**src/core/adc_cmd_pkg.sv**
```systemverilog
package adc_cmd_pkg;
  // Clock and link timing
  localparam int CLK_KHZ = 25000;
  localparam int MOD_KHZ_NORMAL = 256;
  localparam int MOD_KHZ_TURBO = 512;
  localparam int TIMEOUT_MOD_NORMAL = 32760;
  localparam int TIMEOUT_MOD_TURBO = 65520;
  // Longest idle time, rounded down to whole clock cycles
  localparam int TIMEOUT_CYC_NORMAL =
    TIMEOUT_MOD_NORMAL * CLK_KHZ / MOD_KHZ_NORMAL;
  localparam int TIMEOUT_CYC_TURBO =
    TIMEOUT_MOD_TURBO * CLK_KHZ / MOD_KHZ_TURBO;
  localparam int TIMEOUT_W = 22;
  localparam int BAUD_W = 16;

  // Result format
  localparam int RES_W = 24;
  localparam logic [23:0] RES_POS_MAX = 24'h7FFFFF;
  localparam logic [23:0] RES_NEG_MIN = 24'h800000;

  // Command bytes and sync word
  localparam logic [7:0] SYNC_BYTE = 8'h55;
  localparam logic [6:0] CMD_RESET = 7'h03;
  localparam logic [6:0] CMD_START = 7'h04;
  localparam logic [6:0] CMD_SLEEP = 7'h01;
  localparam logic [3:0] CMD_RDATA = 4'h1;
  localparam logic [3:0] CMD_REG_READ_CMD = 4'h2;
  localparam logic [3:0] CMD_REG_WRITE_CMD = 4'h4;

  // Register map
  localparam int REG_COUNT = 5;
  localparam logic [2:0] REG_ADDR_MAX = 3'h4;
  localparam logic [2:0] REG_CFG1 = 3'h1;
  localparam logic [2:0] REG_CFG2 = 3'h2;
  localparam logic [2:0] REG_CFG3 = 3'h3;
  localparam logic [2:0] REG_GPIO = 3'h4;
  localparam logic [7:0] REG_RESET = 8'h00;
  localparam logic [7:0] REG_UNMAPPED = 8'h00;
  localparam int MODE_BIT = 4;
  localparam int CM_BIT = 3;
  localparam int READY_BIT = 7;
  localparam int DCNT_BIT = 6;
  localparam int INTEG_LSB = 4;
  localparam int AUTO_BIT = 0;
  localparam int PIN2_DIR_BIT = 6;
  localparam int PIN2_SEL_BIT = 3;
  localparam int PIN2_DAT_BIT = 2;
  localparam logic [1:0] INTEG_INV = 2'b01;
  localparam logic [1:0] INTEG_CRC = 2'b10;
  localparam logic [15:0] CRC_POLY = 16'h1021;
  localparam logic [15:0] CRC_INIT = 16'hFFFF;
  localparam int FIFO_DEPTH = 8;

  typedef enum logic [1:0] {
    RX_IDLE = 2'b00, RX_START = 2'b01, RX_BITS = 2'b10, RX_STOP = 2'b11
  } rx_state_type;

  typedef enum logic [1:0] {
    PH_SYNC = 2'b00, PH_CMD = 2'b01, PH_WDATA = 2'b10
  } phase_type;

  typedef enum logic [1:0] {
    RK_NONE = 2'b00, RK_DATA = 2'b01, RK_REG = 2'b10
  } resp_kind_type;
endpackage

```
**src/core/byte_stream_if.sv**
```systemverilog
`timescale 1ns/1ps
interface byte_stream_if #(parameter int W = 8) ();
  logic [W-1:0] data;
  logic valid;
  logic ready;
  modport src (output data, output valid, input ready);
  modport snk (input data, input valid, output ready);
endinterface

```
**src/core/byte_fifo.sv**
```systemverilog
`timescale 1ns/1ps
module byte_fifo #(
  parameter int WIDTH = 8,
  parameter int DEPTH = adc_cmd_pkg::FIFO_DEPTH
) (
  // Clock and control
  input wire logic clk_in,
  input wire logic rst_in,
  input wire logic en_in,
  // Streams
  byte_stream_if.snk wr,
  byte_stream_if.src rd
);
  localparam int AW = $clog2(DEPTH);
  logic [WIDTH-1:0] mem_q [DEPTH];
  logic [AW-1:0] wp_q;
  logic [AW-1:0] rp_q;
  logic [AW:0] cnt_q;
  wire push = wr.valid && wr.ready;
  wire pop = rd.valid && rd.ready;

  // Full and empty straight from the fill count
  assign wr.ready = (cnt_q != (AW+1)'(DEPTH));
  assign rd.valid = (cnt_q != '0);
  assign rd.data = mem_q[rp_q];

  // Storage carries no reset: only valid words are ever read
  always_ff @(posedge clk_in) begin
    if (en_in && push) begin
      mem_q[wp_q] <= wr.data;
    end
  end

  // Pointers wrap at DEPTH so depths need not be powers of two
  always_ff @(posedge clk_in) begin
    if (rst_in) begin
      wp_q <= '0;
      rp_q <= '0;
      cnt_q <= '0;
    end else if (en_in) begin
      if (push) begin
        wp_q <= (wp_q == AW'(DEPTH - 1)) ? '0 : wp_q + 1'b1;
      end
      if (pop) begin
        rp_q <= (rp_q == AW'(DEPTH - 1)) ? '0 : rp_q + 1'b1;
      end
      cnt_q <= cnt_q + (AW+1)'(push) - (AW+1)'(pop);
    end
  end
endmodule

```
**src/core/adc_uart_command_engine.sv**
```systemverilog
`timescale 1ns/1ps
module adc_uart_command_engine #(
  parameter int RAW_W = 26,
  parameter int TIMEOUT_NORMAL = adc_cmd_pkg::TIMEOUT_CYC_NORMAL,
  parameter int TIMEOUT_TURBO = adc_cmd_pkg::TIMEOUT_CYC_TURBO
) (
  // Clock, reset, enable
  input wire logic mclk_in,
  input wire logic reset_in,
  input wire logic clk_en_in,
  // Serial pins
  input wire logic rx_in,
  output logic tx_out,
  // Converter side
  input wire logic conv_done_in,
  input wire logic signed [RAW_W-1:0] conv_data_in,
  output logic conv_start_out,
  output logic analog_on_out,
  output logic idac_on_out,
  // Configuration and status
  output logic [8*adc_cmd_pkg::REG_COUNT-1:0] cfg_out,
  output logic result_ready_out,
  output logic pin2_out,
  output logic pin2_oe_out
);
  import adc_cmd_pkg::*;

  // Saturate the filter output into the 24-bit code range
  function automatic logic [23:0] clip(input logic signed [RAW_W-1:0] v);
    if (v > $signed({{(RAW_W-RES_W){1'b0}}, RES_POS_MAX})) begin
      clip = RES_POS_MAX;
    end else if (v < $signed({{(RAW_W-RES_W){1'b1}}, RES_NEG_MIN})) begin
      clip = RES_NEG_MIN;
    end else begin
      clip = v[RES_W-1:0];
    end
  endfunction

  // CRC16 over the first n payload bytes, first byte first
  function automatic logic [15:0] crc16(input logic [7:0] b [4],
                                        input logic [2:0] n);
    logic [15:0] c;
    c = CRC_INIT;
    for (int i = 0; i < 4; i++) begin
      if (3'(i) < n) begin
        c = c ^ {b[i], 8'h00};
        for (int k = 0; k < 8; k++) begin
          c = c[15] ? ((c << 1) ^ CRC_POLY) : (c << 1);
        end
      end
    end
    crc16 = c;
  endfunction

  logic rx_m_q, rx_s_q, rx_p_q, soft_rst_q;
  rx_state_type rx_st_q;
  phase_type phase_q;
  logic [BAUD_W-1:0] bit_len_q, cnt_q;
  logic [2:0] bit_idx_q, wr_addr_q;
  logic [7:0] rx_sh_q;
  logic rx_stb_q;
  logic [TIMEOUT_W-1:0] idle_q;
  logic [7:0] cfg_q [REG_COUNT];
  logic converting_q, sleep_q, sleep_pend_q, conv_start_q;
  logic [23:0] res_q, hold_res_q;
  logic [7:0] conv_cnt_q, hold_cnt_q;
  logic ready_q, data_req_q, reg_req_q;
  logic [7:0] reg_byte_q;
  resp_kind_type kind_q;
  logic [3:0] idx_q;
  logic tx_busy_q, tx_q;
  logic [9:0] tx_sh_q;
  logic [3:0] tx_bits_q;
  logic [BAUD_W-1:0] tx_cnt_q;
  logic pin2_q, pin2_oe_q, analog_q;

  byte_stream_if #(.W(8)) to_fifo ();
  byte_stream_if #(.W(8)) from_fifo ();

  // Reset command takes the same path as the pin reset
  wire rst_all = reset_in || soft_rst_q;
  wire rx_edge = rx_s_q ^ rx_p_q;
  wire rx_fall = rx_p_q && !rx_s_q;
  wire turbo = cfg_q[REG_CFG1][MODE_BIT];
  wire cont = cfg_q[REG_CFG1][CM_BIT];
  wire auto_mode = cfg_q[REG_CFG3][AUTO_BIT];
  wire dcnt_on = cfg_q[REG_CFG2][DCNT_BIT];
  wire [1:0] integ = cfg_q[REG_CFG2][INTEG_LSB+1:INTEG_LSB];
  wire [BAUD_W-1:0] half_len = bit_len_q >> 1;
  wire [TIMEOUT_W-1:0] idle_lim =
    turbo ? TIMEOUT_W'(TIMEOUT_TURBO - 1) : TIMEOUT_W'(TIMEOUT_NORMAL - 1);
  wire timeout_hit = clk_en_in && (idle_q == idle_lim);

  // Command decode, only on a byte latched in the command phase
  wire cmd_stb = rx_stb_q && (phase_q == PH_CMD);
  wire is_reset = cmd_stb && (rx_sh_q[7:1] == CMD_RESET);
  wire is_start = cmd_stb && (rx_sh_q[7:1] == CMD_START);
  wire is_sleep = cmd_stb && (rx_sh_q[7:1] == CMD_SLEEP);
  wire is_rdata = cmd_stb && (rx_sh_q[7:4] == CMD_RDATA);
  wire is_reg_read_cmd = cmd_stb && (rx_sh_q[7:4] == CMD_REG_READ_CMD);
  wire is_reg_write_cmd = cmd_stb && (rx_sh_q[7:4] == CMD_REG_WRITE_CMD);
  wire [2:0] cmd_addr = rx_sh_q[3:1];
  wire wr_commit = rx_stb_q && (phase_q == PH_WDATA)
                   && (wr_addr_q <= REG_ADDR_MAX);
  wire wr_restart = wr_commit && (wr_addr_q != REG_GPIO)
                    && converting_q;
  wire start_now = is_start || wr_restart;
  wire [23:0] clipped = clip(conv_data_in);

  // Response framing
  wire [2:0] npay = dcnt_on ? 3'd4 : 3'd3;
  wire resp_busy = (kind_q != RK_NONE);
  logic [7:0] pay [4];
  logic [15:0] crc_val;
  logic [3:0] resp_len;
  logic [7:0] cur_byte;
  logic [2:0] inv_idx;
  assign pay[0] = dcnt_on ? hold_cnt_q : hold_res_q[7:0];
  assign pay[1] = dcnt_on ? hold_res_q[7:0] : hold_res_q[15:8];
  assign pay[2] = dcnt_on ? hold_res_q[15:8] : hold_res_q[23:16];
  assign pay[3] = dcnt_on ? hold_res_q[23:16] : 8'h00;
  assign crc_val = crc16(pay, npay);
  assign inv_idx = idx_q[2:0] - npay;
  assign resp_len = (kind_q == RK_REG) ? 4'd1 :
                    (integ == INTEG_CRC) ? {1'b0, npay} + 4'd2 :
                    (integ == INTEG_INV) ? {npay, 1'b0} :
                    {1'b0, npay};
  assign cur_byte = (kind_q == RK_REG) ? hold_res_q[7:0] :
                    (idx_q < {1'b0, npay}) ? pay[idx_q[1:0]] :
                    (integ == INTEG_INV) ? ~pay[inv_idx[1:0]] :
                    (idx_q == {1'b0, npay}) ? crc_val[15:8] :
                    crc_val[7:0];
  assign to_fifo.valid = resp_busy;
  assign to_fifo.data = cur_byte;
  assign from_fifo.ready = !tx_busy_q; // Drain stalls while a frame is out

  byte_fifo #(.WIDTH(8), .DEPTH(FIFO_DEPTH)) tx_fifo (
    .clk_in(mclk_in),
    .rst_in(rst_all),
    .en_in(clk_en_in),
    .wr(to_fifo.snk),
    .rd(from_fifo.src)
  );

  // Pin synchroniser; the first stage feeds only the second
  always_ff @(posedge mclk_in) begin
    if (reset_in) begin
      rx_m_q <= 1'b1;
      rx_s_q <= 1'b1;
      rx_p_q <= 1'b1;
      soft_rst_q <= 1'b0;
    end else if (clk_en_in) begin
      rx_m_q <= rx_in;
      rx_s_q <= rx_m_q;
      rx_p_q <= rx_s_q;
      soft_rst_q <= is_reset;
    end
  end

  // Receiver: the sync start bit measures the baud, others are sampled
  always_ff @(posedge mclk_in) begin
    if (rst_all || clk_en_in) rx_stb_q <= 1'b0;
    if (rst_all || timeout_hit) begin
      rx_st_q <= RX_IDLE;
      cnt_q <= '0;
      bit_idx_q <= '0;
      rx_sh_q <= '0;
      if (rst_all) begin
        bit_len_q <= '1;
      end
    end else if (clk_en_in) begin
      cnt_q <= cnt_q - 1'b1;
      case (rx_st_q)
        RX_IDLE: begin
          bit_idx_q <= '0;
          if (rx_fall && phase_q == PH_SYNC) begin
            cnt_q <= '0;
            rx_st_q <= RX_START;
          end else if (rx_fall) begin
            cnt_q <= bit_len_q + half_len - 1'b1;
            rx_st_q <= RX_BITS;
          end
        end
        RX_START: begin
          cnt_q <= cnt_q + 1'b1;
          if (rx_s_q) begin
            bit_len_q <= cnt_q + 1'b1;
            cnt_q <= (cnt_q + 1'b1) >> 1;
            rx_st_q <= RX_BITS;
          end
        end
        RX_BITS: begin
          if (cnt_q == '0) begin
            rx_sh_q <= {rx_s_q, rx_sh_q[7:1]};
            bit_idx_q <= bit_idx_q + 1'b1;
            cnt_q <= bit_len_q - 1'b1;
            if (bit_idx_q == 3'd7) begin
              rx_st_q <= RX_STOP;
            end
          end
        end
        default: begin
          if (cnt_q == '0) begin
            rx_stb_q <= rx_s_q;
            rx_st_q <= RX_IDLE;
          end
        end
      endcase
    end
  end

  // Protocol phase and idle timeout
  always_ff @(posedge mclk_in) begin
    if (rst_all || timeout_hit) begin
      phase_q <= PH_SYNC;
      idle_q <= '0;
      wr_addr_q <= '0;
    end else if (clk_en_in) begin
      idle_q <= (rx_edge || (phase_q == PH_SYNC && rx_st_q == RX_IDLE))
                ? '0 : idle_q + 1'b1;
      if (rx_stb_q) begin
        case (phase_q)
          PH_SYNC: phase_q <= (rx_sh_q == SYNC_BYTE) ? PH_CMD : PH_SYNC;
          PH_CMD: begin
            wr_addr_q <= cmd_addr;
            phase_q <= is_reg_write_cmd ? PH_WDATA : PH_SYNC;
          end
          default: phase_q <= PH_SYNC;
        endcase
      end
    end
  end

  // Register file; writes store all eight bits, but reads of the ready bit return the status flag
  always_ff @(posedge mclk_in) begin
    if (rst_all) begin
      for (int i = 0; i < REG_COUNT; i++) begin
        cfg_q[i] <= REG_RESET;
      end
    end else if (clk_en_in && wr_commit) begin
      cfg_q[wr_addr_q] <= rx_sh_q;
    end
  end

  // Conversion sequencing and power-down
  always_ff @(posedge mclk_in) begin
    if (rst_all) begin
      converting_q <= 1'b0;
      sleep_q <= 1'b0;
      sleep_pend_q <= 1'b0;
      conv_start_q <= 1'b0;
    end else if (clk_en_in) begin
      conv_start_q <= start_now;
      if (start_now) begin
        converting_q <= 1'b1;
        sleep_q <= 1'b0;
        sleep_pend_q <= 1'b0;
      end else if (is_sleep && converting_q && !conv_done_in) begin
        sleep_pend_q <= 1'b1;
      end else if (is_sleep) begin
        sleep_q <= 1'b1;
        converting_q <= 1'b0;
      end else if (conv_done_in && (!cont || sleep_pend_q)) begin
        converting_q <= 1'b0;
        sleep_q <= sleep_pend_q;
        sleep_pend_q <= 1'b0;
      end
    end
  end

  // Results, counter, ready flag and response requests
  always_ff @(posedge mclk_in) begin
    if (rst_all) begin
      res_q <= '0;
      conv_cnt_q <= '0;
      ready_q <= 1'b0;
      data_req_q <= 1'b0;
      reg_req_q <= 1'b0;
      reg_byte_q <= '0;
    end else if (clk_en_in) begin
      if (conv_done_in) begin
        res_q <= clipped;
        conv_cnt_q <= conv_cnt_q + 1'b1;
      end
      // A new result wins over the clear from a load
      if (conv_done_in) begin
        ready_q <= 1'b1;
      end else if (data_req_q && !resp_busy) begin
        ready_q <= 1'b0;
      end
      if (is_rdata || (conv_done_in && auto_mode)) begin
        data_req_q <= 1'b1;
      end else if (!resp_busy) begin
        data_req_q <= 1'b0;
      end
      if (is_reg_read_cmd) begin
        reg_req_q <= 1'b1;
        reg_byte_q <= (cmd_addr > REG_ADDR_MAX) ? REG_UNMAPPED :
          (cmd_addr == REG_CFG2) ?
          {ready_q, cfg_q[REG_CFG2][6:0]} : cfg_q[cmd_addr];
      end else if (!resp_busy && !data_req_q) begin
        reg_req_q <= 1'b0;
      end
    end
  end

  // Response sequencer; held values never change mid-frame
  always_ff @(posedge mclk_in) begin
    if (rst_all) begin
      kind_q <= RK_NONE;
      idx_q <= '0;
      hold_res_q <= '0;
      hold_cnt_q <= '0;
    end else if (clk_en_in) begin
      if (!resp_busy && data_req_q) begin
        kind_q <= RK_DATA;
        idx_q <= '0;
        hold_res_q <= res_q;
        hold_cnt_q <= conv_cnt_q;
      end else if (!resp_busy && reg_req_q) begin
        kind_q <= RK_REG;
        idx_q <= '0;
        hold_res_q <= {16'h0000, reg_byte_q};
      end else if (resp_busy && to_fifo.ready) begin
        idx_q <= idx_q + 1'b1;
        if (idx_q == resp_len - 1'b1) begin
          kind_q <= RK_NONE;
        end
      end
    end
  end

  // Transmitter: start, eight data bits LSB first, stop
  always_ff @(posedge mclk_in) begin
    if (rst_all) begin
      tx_busy_q <= 1'b0;
      tx_sh_q <= '1;
      tx_bits_q <= '0;
      tx_cnt_q <= '0;
      tx_q <= 1'b1;
    end else if (clk_en_in) begin
      tx_q <= tx_busy_q ? tx_sh_q[0] : 1'b1;
      if (!tx_busy_q && from_fifo.valid) begin
        tx_busy_q <= 1'b1;
        tx_sh_q <= {1'b1, from_fifo.data, 1'b0};
        tx_bits_q <= '0;
        tx_cnt_q <= bit_len_q - 1'b1;
      end else if (tx_busy_q && tx_cnt_q == '0) begin
        tx_sh_q <= {1'b1, tx_sh_q[9:1]};
        tx_bits_q <= tx_bits_q + 1'b1;
        tx_cnt_q <= bit_len_q - 1'b1;
        tx_busy_q <= (tx_bits_q != 4'd9);
      end else if (tx_busy_q) begin
        tx_cnt_q <= tx_cnt_q - 1'b1;
      end
    end
  end

  // Registered pin and power outputs
  always_ff @(posedge mclk_in) begin
    if (rst_all) begin
      pin2_q <= 1'b0;
      pin2_oe_q <= 1'b0;
      analog_q <= 1'b1;
    end else if (clk_en_in) begin
      pin2_oe_q <= cfg_q[REG_GPIO][PIN2_DIR_BIT];
      pin2_q <= cfg_q[REG_GPIO][PIN2_SEL_BIT] ? !ready_q :
                cfg_q[REG_GPIO][PIN2_DAT_BIT];
      analog_q <= !sleep_q;
    end
  end

  assign tx_out = tx_q;
  assign conv_start_out = conv_start_q;
  assign analog_on_out = analog_q;
  assign idac_on_out = analog_q;
  assign result_ready_out = ready_q;
  assign pin2_out = pin2_q;
  assign pin2_oe_out = pin2_oe_q;
  assign cfg_out = {cfg_q[4], cfg_q[3], cfg_q[2], cfg_q[1], cfg_q[0]};
endmodule

```
**config.mk**
```make
export PLATFORM = sky130hd
export DESIGN_NAME = adc_uart_command_engine
export DESIGN_NICKNAME = d
export VERILOG_FILES = /design/src/core/adc_cmd_pkg.sv /design/src/core/byte_stream_if.sv /design/src/core/byte_fifo.sv /design/src/core/adc_uart_command_engine.sv
export SDC_FILE = /design/constraint.sdc
export NUM_CORES = 1
export LEC_CHECK = 0
export ABC_AREA = 1
export BUFFER_PORTS_ARGS = -buffer_cell sky130_fd_sc_hd__buf_2
export CAP_MARGIN = 20
export CORE_MARGIN = 4
export CORE_UTILIZATION = 35
export CTS_CLUSTER_DIAMETER = 100
export DETAILED_ROUTE_END_ITERATION = 10
export PLACE_DENSITY_LB_ADDON = 0.25
export SYNTH_ARGS = -nofsm -noshare
export SYNTH_HDL_FRONTEND = slang
export SYNTH_HIERARCHICAL = 1
export SYNTH_SLANG_ARGS = --single-unit
```
**constraint.sdc**
```tcl
create_clock -name mclk_in -period 2.9 [get_ports mclk_in]
set_clock_uncertainty 0.05 [all_clocks]
set_input_delay 0.145 -clock mclk_in [delete_from_list [all_inputs] [get_ports mclk_in]]
set_output_delay 0.145 -clock mclk_in [all_outputs]
set_load 0.02 [all_outputs]
```
Yosys cells after proc, flatten, opt, wreduce, memory -nomap -nowiden
Memory sizes are Yosys's and may differ from the RTL's. A register that Yosys moved wholly into a read port is not among the register bits.
Index checks and enable logic that the tools add are counted.
- flip-flop bits (word level): 207
- memory bits (writable): 104
- input bits: 31
- output and inout port bits: 47
- logic and storage cells: 365
- memories kept: 2
- add/sub/neg operators: 18
- magnitude comparators: 11
- equal/unequal tests: 32
- mux-type cells: 139
- bitwise operators: 40
- reductions and logical operators: 85
- memory list (memory ; words ; width ; read ports ; clocked after memory_dff ; wr ports ; line ; text):
    tx_fifo.mem_q ; 8 ; 8 ; 1 ; 1 ; 1 ; byte_fifo.sv:15 ; logic [WIDTH-1:0] mem_q [DEPTH];
    cfg_q ; 5 ; 8 ; 6 ; 1 ; 5 ; adc_uart_command_engine.sv:63 ; logic [7:0] cfg_q [REG_COUNT];
- operators with widths (operator ; count):
    $mux 13 ; 32
    $mux 16 ; 16
    $mux 8 ; 15
    $mux 24 ; 4
    $not 3->3 ; 32
    $sub 16x1->16 const B ; 4
    $pmux 16 s3 ; 1
    $xor 16x16->16 ; 3
    $mux 1 ; 35
    $bmux 8 s2 ; 2
    $logic_not 16->1 ; 2
    $mux 4 ; 8
    $logic_and 1x1->1 ; 27
    $mux 3 ; 9
    $gt 26x24->1 const B ; 1
    $lt 26x24->1 const B ; 1
    $reduce_and 2->1 ; 13
    $add 22x1->22 const B ; 1
    $eq 22x22->1 const B ; 1
    $mux 2 ; 11
    $mux 22 ; 1
    $mux 10 ; 2
    $reduce_and 3->1 ; 6
    $reduce_bool 2->1 ; 9
    50 further kinds ; 89

Longest topological paths before layout
An unclocked memory read counts as a cell.
- word-level depth: 78
- mapped depth: 29

Cells and area by module
The synthesis kept the hierarchy.
- modules (own cells, without submodules) (module ; instances ; cells each ; area each (um^2) ; sequential area each (um^2)):
    adc_uart_command_engine ; 1 ; 2339 ; 16470.8 ; 6065.8
    byte_fifo ; 1 ; 317 ; 3357.0 ; 2182.1

Worst setup path after synthesis
OpenSTA, ideal clock, no wires.
- path kind: reg2reg
- start: mem cfg_q[2][6]
- end: mem tx_fifo.mem_q[0][1] (data pin)
- library setup time: 0.237 ns
- arrival: 2.822 ns
- required time: 2.613 ns
- path slack: -0.209 ns
- stages on the path, launching flop included: 13
- buffers on the path: 5
- clock period less this slack: 3.109 ns
- cells stage by stage: edfxtp_1 -> inv_2 -> buf_6 -> buf_2 -> buf_1 -> ha_1 -> clkbuf_1 -> inv_1 -> clkbuf_1 -> o21ai_0 -> a31oi_1 -> nand2_1 -> a22oi_1
- RTL lines (element ; line):
    from (decl) ; adc_uart_command_engine.sv:63
    to (decl) ; byte_fifo.sv:15

==> results.yml <==
status:
  status: "finished with violations"
  violations: "negative setup slack"
critical_path:
  r2r-end: "tx_fifo/mem_q[6][2]$_DFFE_PP_"
  cp_top_family: "simple AND/OR/NAND/NOR gates"
  worstRegToRegCells: 25
  reg2reg_from: "cfg_q[2][6]$_SDFFCE_PN0P_"
  slowest_stage: "edfxtp_1"
  crit_buf_inv: 7
  arrival_ns: 3.62
  start_kind: "flip-flop"
  crit_type: "reg -> reg"
  critPathCaptureType: "flip-flop"
  max_stage_delay_ns: 0.38
  crit_top_cell: "nand2_2"
  cp.required_ns: 3.14
  critPathMaxFanout: 11
  r2r_slack_ns: -0.48
final_layout:
  nNetsFinal: 3090
  postLayoutCellArea_sq_mm: 0.0256
  diodes: 0
  final_layout_size_suffix_gt1_share_pct: 22.5
  post-route-util_pct: 46.0
  syn2layout_area_growth_pct: 29.1
die:
  die_height_um: 246
  design.die.area_sq_mm: 0.0605
  initial_core_util_pct: 35.6
  boundaryPins: 78
  die_w_um: 246
  design.core.area_sq_mm: 0.0556
  num_rows: 86
timing:
  finalCriticalPeriod_ns: 3.38
  drv_slew: 0
  slew_headroom_pct: 46.2
  hold_violations: 0
  max_freq_mhz: 296
  rsz0062_at_grt: "yes"
  fin_crit_sh_pct: 116
  setup_ws_ns: -0.476
  tightest_slew_ns: 0.807
  setup_violations: 66
  holdWs_ns: 0.203
clocking:
  clk_latency_ns: 0.58
  clkSlewWorstSetupHoldPaths_ns: 0.06
  htreeDepth: 2
  clock_path_buffers: 3
  cts.sinks: 340
  cts_made_buffers: 40
  cts-root-buf: "clkbuf_16"
  cts_tree: "built"
yosys:
  synth_top_area_share_pct: 21.8
  synthesis.yosys.warnings: 6
  ys_ff_latch: 340
  synth_edf_count: 144
  synth_common_cells: "nand2_1, inv_1, nor2_1"
  netlist_instances: 2656
  synth_area_leader_cell: "edfxtp_1"
  syn-cell-area_sq_mm: 0.0198
  synth_ff_type: "dfxtp_1"
  syn_area_per_cell_sq_um: 7.47
  yosysSeqAreaShare_pct: 41.6
  synthArstFlopShare_pct: 0
  yosysUniqueCellTypes: 63
  yosysMostFrequentCell: "nand2_1"
  synthTopCellsByArea: "edfxtp_1, dfxtp_1, nand2_1"
placement:
  routabilityCongestion: 0.917
  port_buffers: 77
  placed_area_sq_mm: 0.0225
  dpl.hpwl_mm: 46.3
run:
  drv_cap: 0
power_and_ir_drop:
  p_switching_mw: 5.61
  p_comb_share_pct: 33.5
  p_int_mw: 10.4
  power_mw: 16.0
  power.density_mw_per_mm2: 624
  power.share.sequential_pct: 34.9
  p_leak_nw: 10.8
  switching_share_pct: 35.1
  irDropWorstVdd_mv: 0.411
  p_clk_share_pct: 31.6
global_routing:
  grt-busiest-layer: "met2"
  overflow: 0
  antenna_found_initial: 1
  grt_pass1_wl_mm: 99.1
  grt_max_degree: 47
  grt_util_all_layers_pct: 20.2
  met2_usage_pct: 32.7
  grt_pass1_vias: 18400
  use_met1_pct: 28.4
  grtUsageMet3_pct: 3.01
detailed_routing:
  firstDrtPassIters: 5
  avgRoutedWirePerCell_um: 16.8
  via_per_inst: 5.10
  dr.first_iter.drc_count: 1194
  ant_nets: 0
  dr_total_vias: 19200
  drc_errors: 0
  totalWireLength_mm: 63.2
hold_path:
  min_path_cells: 6
  min-delay-start: "conv_data_in[24]"
  holdPathEnd: "res_q[0]$_SDFFE_PP0P_"
  hp-class: "in -> reg"
power groups by stage:
stage	Clock [mW]	Sequential, mW	Combinational [mW]
global route	5.41	5.62	5.93
finish	5.04	5.58	5.35
CTS	5.18	5.57	5.05
global placement	0	5.67	4.58
detailed placement	0	5.67	4.65
floorplan	0	5.61	3.18
metrics by stage:
stage	instances	setup TNS [ns]	setup slack [ns]
floorplan	2679	0	0.000757
global placement	3627	-36.85	-0.629
detailed placement	3627	-41.52	-0.752
CTS	3762	-21.63	-0.386
global route	3772	-39.85	-0.632
finish	3772	-26.40	-0.476
worst max-delay path by stage:
| stage | start | to | slack, ns | cells after the start |
|---|---|---|---|---|
| 6_report | cfg_q[2][6]$_SDFFCE_PN0P_ | tx_fifo/mem_q[6][2]$_DFFE_PP_ | -0.48 | 25 |
| 5_1_grt | cfg_q[2][6]$_SDFFCE_PN0P_ | tx_fifo/mem_q[6][2]$_DFFE_PP_ | -0.63 | 24 |
| 4_1_cts | cfg_q[2][6]$_SDFFCE_PN0P_ | tx_fifo/mem_q[6][2]$_DFFE_PP_ | -0.39 | 24 |
| 3_5_place_dp | cfg_q[2][6]$_SDFFCE_PN0P_ | tx_fifo/mem_q[4][6]$_DFFE_PP_ | -0.75 | 21 |
| 3_3_place_gp | cfg_q[2][6]$_SDFFCE_PN0P_ | tx_fifo/mem_q[7][6]$_DFFE_PP_ | -0.63 | 21 |
| 2_1_floorplan | cfg_q[2][6]$_SDFFCE_PN0P_ | tx_fifo/mem_q[0][4]$_DFFE_PP_ | 0.0008 | 26 |
kinds of logic (layout without fill, tap and decap cells):
| kind of cell | count (synthesis) | in the layout | synth area share (%) |
|---|---|---|---|
| muxes | 1 | 1 | 0.0505 |
| other | 1 | 24 | 0.0189 |
| and+or+nand+nor | 1192 | 1192 | 25.5 |
| buffers and inverters | 419 | 764 | 8.70 |
| adders and majority gates | 67 | 67 | 4.34 |
| AOI/OAI and AO/OA | 561 | 561 | 16.2 |
| xor gates and xnor gates | 75 | 75 | 3.55 |
| DFF | 340 | 340 | 41.6 |
sequential cells by signal, summed over array words and instances (netlist names), 8 cells and up, named ones only:
signal         cells
hold_res_q        24
rx_sh_q            8
idle_q            22
hold_cnt_q         8
reg_byte_q         8
tx_fifo/mem_q     64
cnt_q             16
res_q             24
tx_sh_q            9
conv_cnt_q         8
cfg_q             64
tx_cnt_q          16
bit_len_q         16
cells in the final DEF (no fill, tap or decap), types with 40 or more instances in the layout:
cell | Yosys | final
nand2_1 | 583 | 498
nor2_1 | 302 | 295
inv_1 | 302 | 282
buf_4 | 6 | 249
dfxtp_1 | 196 | 196
a21oi_1 | 190 | 185
o21ai_0 | 176 | 165
edfxtp_1 | 144 | 144
nand3_1 | 150 | 103
nand2_2 | 45 | 84
buf_2 | 5 | 77
ha_1 | 64 | 63
xor2_1 | 62 | 57
nand2_4 | 3 | 48
nor3_1 | 46 | 43
o21ai_1 | 39 | 42
clkbuf_16 | 0 | 40
what timing repair did:
action                                  in CTS  in global routing
gates cloned                                 3                  0
resized for setup                          186                103
buffers inserted                            30                 11
hold buffers                                29                  0
pin swaps                                   80                 44
endpoints found under the setup margin      72                110
endpoints found under the hold margin       31                  0
layout make-up:
| cell class | instances | area (sq um) |
|---|---|---|
| sequential | 340 | 8250 |
| clock inverter | 23 | 253 |
| multi-input combinational | 1920 | 11000 |
| clock buffer | 51 | 1070 |
| timing repair buffer | 372 | 2840 |
| inverter | 318 | 1220 |
| tap | 748 | 936 |
| fill | 5550 | 30000 |
worst register-to-register path: stages, from the launching register on:
cell      delay, ns
edfxtp_1       0.38
buf_6          0.16
buf_12         0.15
nand2_1        0.08
nand2_2        0.10
buf_4          0.15
nand2_1        0.07
nand2_2        0.10
inv_1          0.10
nand2_2        0.07
nand2_4        0.09
inv_2          0.05
nand2_4        0.09
nand2_4        0.07
xor2_1         0.14
buf_4          0.15
xor2_2         0.14
buf_4          0.14
nand3_2        0.09
nand2_2        0.08
nand2_2        0.07
nand3_2        0.06
o211ai_1       0.20
nand2_1        0.13
nand2_2        0.10
o21ai_4        0.08
per-layer routing:
metal	routed length, um	up-vias	part of all wire [%]
met5	0	-	0
met4	1300	0	2.1
met3	3640	101	5.8
met2	29000	555	46
met1	29300	9060	46
li1	-	9526	-
Note: power is estimated with default switching activity, not from simulation.
